$ cat src/inc/tsc_regs.svh
`ifndef TSC_REGS_SVH
`define TSC_REGS_SVH

// Register offsets (byte addresses)
`define TSC_ADDR_CTRL 8'h00
`define TSC_ADDR_MOD 8'h04
`define TSC_ADDR_CNT 8'h08

// Status and control field positions
`define TSC_OVF_BIT 7
`define TSC_OIE_BIT 6
`define TSC_CAS_BIT 5
`define TSC_CSS_HI 4
`define TSC_CSS_LO 3
`define TSC_PS_HI 2
`define TSC_PS_LO 0

// Reset values
`define TSC_CTRL_RST 8'h00
`define TSC_MOD_RST 16'hFFFF

// Clock source codes
`define TSC_CSS_OFF 2'h0
`define TSC_CSS_BUS 2'h1
`define TSC_CSS_FIX 2'h2
`define TSC_CSS_EXT 2'h3

`endif

$ cat src/inc/tsc_pkg.sv
package tsc_pkg;

    typedef enum logic [1:0] {
        TSC_CLR_IDLE = 2'b00,
        TSC_CLR_ARMED = 2'b01
    } tsc_clr_t;

    typedef struct packed {
        logic overflow_flag;
        logic overflow_irq_enable;
        logic center_align_select;
        logic [1:0] clock_source_select;
        logic [2:0] prescale_select;
    } tsc_ctrl_t;

    typedef struct packed {
        logic [1:0] ext_one_sync;
        logic [1:0] ext_two_sync;
        logic [1:0] fix_sync;
        logic [1:0] cap_sync;
        logic ext_one_prev;
        logic ext_two_prev;
        logic fix_prev;
        tsc_ctrl_t ctrl;
        tsc_clr_t clr_state;
        logic [15:0] modulo;
        logic [15:0] count;
        logic count_down;
        logic [6:0] prescale_cnt;
        logic [7:0] rd_data;
        logic capture_level;
    } tsc_state_t;

endpackage

$ cat src/hdl/tsc_top.sv
// The address map and the address-and-strobe port are this design's own decisions.
`timescale 1ns/100ps
`include "tsc_regs.svh"
// Operation
// - Up count: flag set on roll to zero
// - Center mode: flag set stepping down from modulo
// - Flag clears by read-while-set then write zero
// - New overflow restarts the clearing sequence
// - Writing one to flag changes nothing
// - Interrupt request while enabled and flag set
// - Select clear: up count, per-channel modes
// - Select set: up/down, all channels center PWM
// - Two-bit field disables or picks clock source
// - External and fixed clocks synchronized to bus
// - Three-bit field picks one of eight divisors
// - Prescaler follows source sync and selection
// - Settings shared by all channels
// - Second timer capture input from pin five
// - Second timer compare output drives pin four
// - Second timer disabled: pins are plain port
// - Each timer has own external clock pin
// - Inputs synchronized; external clock max bus/4
module tsc_top #(
    parameter int CNT_W = 16
) (
    input wire logic sys_clk_i,
    input wire logic rst_n_i,
    input wire logic [7:0] addr_i,
    input wire logic [15:0] wdata_i,
    input wire logic wr_i,
    input wire logic rd_i,
    output logic [15:0] rdata_o,
    input wire logic ext_timer_clock_one_i,
    input wire logic ext_timer_clock_two_i,
    input wire logic fixed_alt_clock_i,
    input wire logic timer_select_two_i,
    input wire logic [1:0] channel_mode_bits_i,
    input wire logic compare_level_i,
    input wire logic port_pin_five_i,
    input wire logic port_pin_four_gpio_i,
    output logic port_pin_four_o,
    output logic second_timer_capture_in_o,
    output logic timer_tick_o,
    output logic center_aligned_pwm_o,
    output logic [1:0] channel_mode_eff_o,
    output logic [CNT_W-1:0] count_o,
    output logic irq_o
);

    // ------------------------------------------------------------
    // State
    // ------------------------------------------------------------
    tsc_pkg::tsc_state_t st_ff;
    tsc_pkg::tsc_state_t nxt_st;
    logic rst_n_sync;
    logic [1:0] rst_sync_ff; // Kept apart: it runs on the raw reset, not its own copy
    logic [15:0] rdata_ff;
    logic [15:0] nxt_rdata;

    assign rst_n_sync = rst_sync_ff[1];

    // Combinational helpers
    logic src_tick;
    logic tick;
    logic ovf_event;
    logic ext_sel_sync;
    logic ext_sel_prev;
    logic [6:0] ps_mask;
    logic timer_on;

    // ------------------------------------------------------------
    // Next-state logic
    // ------------------------------------------------------------
    // Source select, prescaler, counter, flag and register bus
    always_comb begin
        nxt_st = st_ff;
        nxt_rdata = 16'h0000;
        // Two-flop synchronizers on both external clock pins, the fixed clock and pin five
        nxt_st.ext_one_sync = {st_ff.ext_one_sync[0], ext_timer_clock_one_i};
        nxt_st.ext_two_sync = {st_ff.ext_two_sync[0], ext_timer_clock_two_i};
        nxt_st.fix_sync = {st_ff.fix_sync[0], fixed_alt_clock_i};
        nxt_st.cap_sync = {st_ff.cap_sync[0], port_pin_five_i};
        nxt_st.ext_one_prev = st_ff.ext_one_sync[1];
        nxt_st.ext_two_prev = st_ff.ext_two_sync[1];
        nxt_st.fix_prev = st_ff.fix_sync[1];
        // Each instance takes its own external clock pin
        ext_sel_sync = timer_select_two_i ? st_ff.ext_two_sync[1]
                                          : st_ff.ext_one_sync[1];
        ext_sel_prev = timer_select_two_i ? st_ff.ext_two_prev : st_ff.ext_one_prev;
        timer_on = (st_ff.ctrl.clock_source_select != `TSC_CSS_OFF);
        // Source selection; rising edges of synchronized clocks
        case (st_ff.ctrl.clock_source_select)
            `TSC_CSS_BUS: src_tick = 1'b1;
            `TSC_CSS_FIX: src_tick = st_ff.fix_sync[1] & ~st_ff.fix_prev;
            `TSC_CSS_EXT: src_tick = ext_sel_sync & ~ext_sel_prev;
            default: src_tick = 1'b0;
        endcase
        // Prescaler after selection, divide by 2^n
        ps_mask = 7'(({7'h00, 1'b1} << st_ff.ctrl.prescale_select) - 8'h01);
        tick = 1'b0;
        if (src_tick) begin
            if ((st_ff.prescale_cnt & ps_mask) == ps_mask) begin
                nxt_st.prescale_cnt = 7'h00;
                tick = 1'b1;
            end else begin
                nxt_st.prescale_cnt = st_ff.prescale_cnt + 7'h01;
            end
        end
        // Counter: up, or up/down in center mode
        ovf_event = 1'b0;
        if (!timer_on) begin
            nxt_st.prescale_cnt = 7'h00;
        end
        if (tick) begin
            if (!st_ff.ctrl.center_align_select) begin
                nxt_st.count_down = 1'b0;
                if (st_ff.count >= st_ff.modulo) begin
                    nxt_st.count = 16'h0000;
                    ovf_event = 1'b1;
                end else begin
                    nxt_st.count = st_ff.count + 16'h0001;
                end
            end else if (st_ff.count_down) begin
                if (st_ff.count == 16'h0000) begin
                    nxt_st.count_down = 1'b0;
                    nxt_st.count = 16'h0001;
                end else begin
                    nxt_st.count = st_ff.count - 16'h0001;
                end
            end else begin
                if (st_ff.count >= st_ff.modulo) begin
                    nxt_st.count_down = 1'b1;
                    nxt_st.count = st_ff.count - 16'h0001;
                    ovf_event = 1'b1;
                end else begin
                    nxt_st.count = st_ff.count + 16'h0001;
                end
            end
        end
        // Register reads: data returned one cycle later
        if (rd_i) begin
            case (addr_i)
                `TSC_ADDR_CTRL: nxt_rdata = {8'h00, st_ff.ctrl};
                `TSC_ADDR_MOD: nxt_rdata = st_ff.modulo;
                `TSC_ADDR_CNT: nxt_rdata = st_ff.count;
                default: nxt_rdata = 16'h0000;
            endcase
            // Reading control while flag set arms the clear
            if (addr_i == `TSC_ADDR_CTRL && st_ff.ctrl.overflow_flag) begin
                nxt_st.clr_state = tsc_pkg::TSC_CLR_ARMED;
            end
        end
        // Register writes
        if (wr_i) begin
            case (addr_i)
                `TSC_ADDR_CTRL: begin
                    nxt_st.ctrl.overflow_irq_enable = wdata_i[`TSC_OIE_BIT];
                    nxt_st.ctrl.center_align_select = wdata_i[`TSC_CAS_BIT];
                    nxt_st.ctrl.clock_source_select = wdata_i[`TSC_CSS_HI:`TSC_CSS_LO];
                    nxt_st.ctrl.prescale_select = wdata_i[`TSC_PS_HI:`TSC_PS_LO];
                    // Zero clears only once armed; one has no effect
                    if (!wdata_i[`TSC_OVF_BIT]
                        && st_ff.clr_state == tsc_pkg::TSC_CLR_ARMED) begin
                        nxt_st.ctrl.overflow_flag = 1'b0;
                    end
                    nxt_st.clr_state = tsc_pkg::TSC_CLR_IDLE;
                end
                `TSC_ADDR_MOD: nxt_st.modulo = wdata_i;
                `TSC_ADDR_CNT: begin
                    nxt_st.count = 16'h0000;
                    nxt_st.count_down = 1'b0;
                    nxt_st.prescale_cnt = 7'h00;
                end
                default: ;
            endcase
        end
        // New overflow wins and restarts the clearing sequence
        if (ovf_event) begin
            nxt_st.ctrl.overflow_flag = 1'b1;
            nxt_st.clr_state = tsc_pkg::TSC_CLR_IDLE;
        end
        // Capture input sampled from pin five
        nxt_st.capture_level = st_ff.cap_sync[1];
        nxt_st.rd_data = 8'h00;
    end

    // ------------------------------------------------------------
    // Registers
    // ------------------------------------------------------------
    // Reset synchronizer flops
    always_ff @(posedge sys_clk_i or negedge rst_n_i) begin
        if (!rst_n_i) begin
            rst_sync_ff <= 2'h0;
        end else begin
            rst_sync_ff <= {rst_sync_ff[0], 1'b1};
        end
    end

    // Main state, cleared by the synchronized reset
    always_ff @(posedge sys_clk_i or negedge rst_n_sync) begin
        if (!rst_n_sync) begin
            st_ff.ext_one_sync <= 2'h0;
            st_ff.ext_two_sync <= 2'h0;
            st_ff.fix_sync <= 2'h0;
            st_ff.cap_sync <= 2'h0;
            st_ff.ext_one_prev <= 1'b0;
            st_ff.ext_two_prev <= 1'b0;
            st_ff.fix_prev <= 1'b0;
            st_ff.ctrl <= `TSC_CTRL_RST;
            st_ff.clr_state <= tsc_pkg::TSC_CLR_IDLE;
            st_ff.modulo <= `TSC_MOD_RST;
            st_ff.count <= 16'h0000;
            st_ff.count_down <= 1'b0;
            st_ff.prescale_cnt <= 7'h00;
            st_ff.rd_data <= 8'h00;
            st_ff.capture_level <= 1'b0;
            rdata_ff <= 16'h0000;
        end else begin
            st_ff.ext_one_sync <= nxt_st.ext_one_sync;
            st_ff.ext_two_sync <= nxt_st.ext_two_sync;
            st_ff.fix_sync <= nxt_st.fix_sync;
            st_ff.cap_sync <= nxt_st.cap_sync;
            st_ff.ext_one_prev <= nxt_st.ext_one_prev;
            st_ff.ext_two_prev <= nxt_st.ext_two_prev;
            st_ff.fix_prev <= nxt_st.fix_prev;
            st_ff.ctrl <= nxt_st.ctrl;
            st_ff.clr_state <= nxt_st.clr_state;
            st_ff.modulo <= nxt_st.modulo;
            st_ff.count <= nxt_st.count;
            st_ff.count_down <= nxt_st.count_down;
            st_ff.prescale_cnt <= nxt_st.prescale_cnt;
            st_ff.rd_data <= nxt_st.rd_data;
            st_ff.capture_level <= nxt_st.capture_level;
            rdata_ff <= nxt_rdata;
        end
    end

    // ------------------------------------------------------------
    // Outputs
    // ------------------------------------------------------------
    // Shared mode drives all channels of the instance
    assign center_aligned_pwm_o = st_ff.ctrl.center_align_select;
    assign channel_mode_eff_o = st_ff.ctrl.center_align_select ? 2'h2
                                : channel_mode_bits_i;
    assign irq_o = st_ff.ctrl.overflow_irq_enable & st_ff.ctrl.overflow_flag;
    assign rdata_o = rdata_ff;
    assign count_o = CNT_W'(st_ff.count);
    assign timer_tick_o = tick;
    assign second_timer_capture_in_o = timer_on & st_ff.capture_level;
    // Pin four: compare output when enabled in compare mode, else port
    assign port_pin_four_o = (timer_on && channel_mode_bits_i != 2'h0)
                             ? compare_level_i : port_pin_four_gpio_i;

    // ------------------------------------------------------------
    // Assertions
    // ------------------------------------------------------------
    property p_up_ovf;
        @(posedge sys_clk_i) disable iff (!rst_n_sync)
        (tick && !st_ff.ctrl.center_align_select && st_ff.count >= st_ff.modulo)
        |=> (st_ff.count == 16'h0000 && st_ff.ctrl.overflow_flag);
    endproperty
    a_up_ovf: assert property (p_up_ovf) else $error("flag not set on roll");

    property p_ctr_ovf;
        @(posedge sys_clk_i) disable iff (!rst_n_sync)
        (tick && st_ff.ctrl.center_align_select && !st_ff.count_down
         && st_ff.count >= st_ff.modulo) |=> (st_ff.count_down && st_ff.ctrl.overflow_flag);
    endproperty
    a_ctr_ovf: assert property (p_ctr_ovf) else $error("center flag missing");

    property p_clr_needs_read;
        @(posedge sys_clk_i) disable iff (!rst_n_sync)
        $fell(st_ff.ctrl.overflow_flag) |-> $past(st_ff.clr_state == tsc_pkg::TSC_CLR_ARMED)
        && $past(wr_i);
    endproperty
    a_clr_needs_read: assert property (p_clr_needs_read) else $error("bad clear");

    property p_ovf_wins;
        @(posedge sys_clk_i) disable iff (!rst_n_sync)
        ovf_event |=> (st_ff.ctrl.overflow_flag && st_ff.clr_state == tsc_pkg::TSC_CLR_IDLE);
    endproperty
    a_ovf_wins: assert property (p_ovf_wins) else $error("overflow lost");

    property p_wr_one;
        @(posedge sys_clk_i) disable iff (!rst_n_sync)
        (wr_i && addr_i == `TSC_ADDR_CTRL && wdata_i[`TSC_OVF_BIT] && st_ff.ctrl.overflow_flag)
        |=> st_ff.ctrl.overflow_flag;
    endproperty
    a_wr_one: assert property (p_wr_one) else $error("write one cleared flag");

    property p_irq;
        @(posedge sys_clk_i) disable iff (!rst_n_sync)
        irq_o == (st_ff.ctrl.overflow_flag && st_ff.ctrl.overflow_irq_enable);
    endproperty
    a_irq: assert property (p_irq) else $error("irq mismatch");

    property p_stop;
        @(posedge sys_clk_i) disable iff (!rst_n_sync)
        (st_ff.ctrl.clock_source_select == `TSC_CSS_OFF && !(wr_i && addr_i == `TSC_ADDR_CNT))
        |=> $stable(st_ff.count);
    endproperty
    a_stop: assert property (p_stop) else $error("counter ran while off");

    property p_div2;
        @(posedge sys_clk_i) disable iff (!rst_n_sync)
        (tick && st_ff.ctrl.clock_source_select == `TSC_CSS_BUS
         && st_ff.ctrl.prescale_select == 3'h1 && !wr_i) |=> !tick;
    endproperty
    a_div2: assert property (p_div2) else $error("divide by two wrong");

endmodule

$ cat config.mk
export PLATFORM = sky130hd
export DESIGN_NAME = tsc_top
export DESIGN_NICKNAME = d
export VERILOG_FILES = /design/src/inc/tsc_pkg.sv /design/src/hdl/tsc_top.sv
export VERILOG_INCLUDE_DIRS = /design/src /design/src/inc
export SDC_FILE = /design/constraint.sdc
export NUM_CORES = 1
export LEC_CHECK = 0
export ABC_AREA = 1
export BUFFER_PORTS_ARGS = -buffer_cell sky130_fd_sc_hd__buf_4
export CAP_MARGIN = 15
export CORE_MARGIN = 3
export CORE_UTILIZATION = 59
export CTS_BUF_LIST = sky130_fd_sc_hd__clkbuf_4
export DETAILED_ROUTE_END_ITERATION = 7
export PLACE_DENSITY_LB_ADDON = 0.08
export RECOVER_POWER = 100
export REMOVE_ABC_BUFFERS = 1
export SETUP_SLACK_MARGIN = 0.4
export SYNTH_ARGS = -nofsm -noshare
export SYNTH_HDL_FRONTEND = slang
export SYNTH_SLANG_ARGS = --single-unit
$ cat constraint.sdc
create_clock -name sys_clk_i -period 2.6 [get_ports sys_clk_i]
set_input_delay 0.78 -clock sys_clk_i [delete_from_list [all_inputs] [get_ports sys_clk_i]]
set_output_delay 0.78 -clock sys_clk_i [all_outputs]
set_load 0.01 [all_outputs]
==> flow_metrics.py <==
metrics = {
    "run_status": {
        "outcome": "finished, violations left",
        "failed_checks": "max-capacitance violations, max-slew violations, negative setup slack",
    },
    "worst_setup_path": {
        "crit_end": "timer_tick_o",
        "worst-r2r-setup-slack_ns": 0.39,
        "worstReg2RegEnd": "st_ff[49]",
        "worstSetupPathType": "flop to output port",
        "reg2reg_from": "st_ff[52]",
        "worstPathRequired_ns": 1.82,
        "crit_path_end_kind": "output port",
        "path_cells": "nor2_4 > nand2_2 > ha_4 > o211ai_1 > nor2_1 > nand2_1 > nor2_2 > nand2_4 > inv_2 > buf_6",
        "startpoint_type": "flop",
        "r2r_cells": 13,
        "slowest_stage": "dfrtp_2",
        "crit_start": "st_ff[52]",
        "arrival_ns": 2.00,
        "crit_fanout": 4,
        "cp_slowest_stage_delay_ns": 0.47,
    },
    "global_routing": {
        "met1_usage": 0.384,
        "grtUsageTotal": 0.283,
        "grt_pass1_vias": 4494,
        "antenna_found_initial": 0,
        "grt_max_degree": 79,
        "overflow": 0,
        "grtUsageMet2": 0.444,
        "use_met3": 0.0822,
        "grt_pass1_wl_um": 21600,
        "grt-busiest-layer": "met2",
    },
    "pwr": {
        "power.density_nw_per_um2": 736,
        "max-vdd-ir-drop_v": 0.000432,
        "power_mw": 4.40,
        "power_leakage_nw": 2.97,
    },
    "routing": {
        "vias": 4672,
        "post_drt_wl_per_cell_um": 16.3,
        "drt-total-wl_um": 13600,
        "drtIter0Drc": 319,
        "viasPerCell": 5.62,
        "ant_nets": 0,
        "drc": 0,
        "dr.pass1.iters": 5,
    },
    "yosys": {
        "syn_area_per_cell_um2": 7.74,
        "synthCells": 628,
        "ys_ff_latch": 80,
        "ys_seq_area_frac": 0.416,
        "synth_cell_type_count": 39,
        "syn-cell-area_um2": 4860,
        "yosys_warnings": 0,
    },
    "sta": {
        "hold_viol": 0,
        "layout_setup_ws_ns": -0.178,
        "rsz0062_at_grt": "yes",
        "min_period_over_period": 1.07,
        "worst_pin_slew_ns": 1.68,
        "final.setup_skew_ns": 0.0253,
        "setup_violations": 1,
        "max_freq_mhz": 360,
        "min_period_ns": 2.78,
        "slew_headroom": -0.120,
        "fin_hold_ws_ns": 0.0867,
        "slew_viol_final": 79,
    },
    "floorplan": {
        "io_pins": 76,
        "coreArea_um2": 7850,
        "die_x_um": 96.8,
        "die-height_um": 96.8,
        "num_rows": 32,
        "start_util": 0.619,
        "die_area_um2": 9360,
    },
    "cts": {
        "cts_tree": "yes",
        "cts_sinks": 80,
        "clk-insertion-delay-late_ns": 0.45,
        "h-tree-depth": 3,
        "clk_pin_slew_ns": 0.14,
        "numCtsBuffers": 9,
        "cts_root_buf": "clkbuf_4",
        "clk_path_buf_depth": 2,
    },
    "final_layout": {
        "design.final.nets": 781,
        "area_delta_synth_final_pct": 22.8,
        "postLayoutCoreUtil": 0.761,
        "drive_gt1_frac": 0.255,
        "stdcell_count": 831,
        "diodes": 0,
    },
    "placed_design": {
        "port_buffers": 75,
        "routabilityCongestion": 0.977,
        "pre_cts_ws_ns": 0.0943,
        "dp_cells": 793,
        "hpwl_um": 9250,
    },
    "min_path": {
        "hp-class": "input port to async pin",
    },
    "job": {
        "drv_cap": 1,
    },
}
-- cell usage in the layout, fill, tap and decap left out, types with 2 or more instances in the layout --
cell and count:
or2_2 2, nand2_1 96, o21ai_2 2, inv_1 85, o21ai_0 32, nor2_2 4
clkbuf_1 35, a21oi_1 36, nor2_1 66, inv_2 14, nor2_4 5, nand4_1 15
dfrtp_2 4, clkinvlp_4 4, nand2_2 9, dfrtp_1 60, nor3_1 13, ha_4 11
o22ai_1 14, buf_6 3, clkbuf_16 2, nand2_4 2, buf_4 73, o21ai_1 13
dfstp_2 16, o221ai_1 3, clkbuf_4 15, a21oi_2 6, nand3_1 28, nand3_4 3
ha_1 9, o21a_1 4, nand3_2 4, xor2_1 25
-- flip-flops by register name, summed over array words and instances, names as in the netlist --
register              cells
st_ff                    37
rst_sync_ff               2
nxt_st                    8
count_o                  16
center_aligned_pwm_o      1
rdata_o                  16
-- cell type report --
type / instances / area, µm²
Sequential cell: 80 / 2030
Timing Repair Buffer: 120 / 828
Fill cell: 594 / 1880
Multi-Input combinational cell: 412 / 2480
Clock inverter: 7 / 55.1
Inverter: 101 / 385
Tap cell: 102 / 128
Clock buffer: 9 / 67.6
-- how the worst min path moves through the flow --
stage,from,cells after the start,endpoint
2_1_floorplan,nxt_st[63],0,nxt_st[0]
3_3_place_gp,nxt_st[69],0,nxt_st[61]
3_5_place_dp,nxt_st[65],0,nxt_st[59]
4_1_cts,rst_n_i,1,rst_sync_ff[0]
5_1_grt,rst_n_i,1,rst_sync_ff[0]
6_report,rst_n_i,1,rst_sync_ff[0]
-- per-stage QoR --
step,instance area (µm²),setup TNS [ns]
6_report,5970,-0.178
5_1_grt,5970,-0.277
4_1_cts,5810,-0.148
3_5_place_dp,5510,0
3_3_place_gp,5510,0
2_1_floorplan,4630,0
-- logic make-up (layout without fill, tap and decap cells) --
| logic type | after synthesis | after routing | synth area share |
|---|---|---|---|
| DFF | 80 | 80 | 0.416 |
| xor gates and xnor gates | 26 | 26 | 0.0468 |
| and+or+nand+nor | 250 | 250 | 0.230 |
| adders and majority gates | 20 | 20 | 0.0515 |
| other | 1 | 1 | 0.000771 |
| AOI/OAI and AO/OA | 114 | 114 | 0.127 |
| muxes | 1 | 1 | 0.00232 |
| buffers and inverters | 136 | 237 | 0.125 |
-- report_power, final --
| part | internal, mW | switching, mW |
|---|---|---|
| sequential | 1.44 | 0.274 |
| combinational | 0.823 | 1.16 |
| clock | 0.204 | 0.502 |
-- critical path: cells and delay by family (launching register included) --
family	cells	cell delay (ns)
DFF	1	0.47
and+or+nand+nor	6	0.61
adders and majority gates	1	0.26
AOI/OAI and AO/OA	1	0.07
buffers and inverters	2	0.15
-- cells in the mapped netlist --
library cell  number  area, µm²
xor2_1            25        219
nor2_4             2       22.5
nor3b_1            1       7.51
o211ai_1           1       7.51
mux2_2             1       11.3
nor4_1             1       6.26
buf_6              2       22.5
buf_4             16        120
a21boi_0           1       7.51
nand3_4            1       17.5
o21ai_0           34        170
inv_2              6       22.5
dfrtp_1           64       1600
o21ai_1           13       65.1
nand4_1           15       93.8
nor3_2             1       10.0
a211oi_1           1       7.51
nand2_4            1       11.3
o21a_1             4       30.0
a21oi_1           42        210
xnor2_1            1       8.76
inv_1             95        357
buf_2              5       25.0
o221ai_1           3       26.3
nand2_1          104        390
ha_1              20        250
nand3_2            4       40.0
dfstp_2           16        420
conb_1             1       3.75
o21bai_1           1       7.51
clkbuf_1          11       41.3
nor2_1            71        267
o22ai_1           14       87.6
buf_12             1       20.0
nor3_1            13       65.1
nor2_2             2       12.5
nand2_2            2       12.5
nand3_1           30        150
or2_2              2       12.5
-- timing repair --
action                                 4_1_cts  5_1_grt
resized for setup                           24       40
setup endpoints to repair                   24       28
endpoints found under the hold margin        0        0
pin swaps                                   10       22
hold buffers                                 0        0
gates cloned                                 0        2
buffers inserted                            13        7
-- per-layer routing --
layer | share of wire | routed length (µm)
met5 | 0 | 0
met4 | 0.018 | 238
met3 | 0.095 | 1280
met2 | 0.47 | 6390
met1 | 0.42 | 5650
Note: power is estimated with default switching activity, not from simulation.
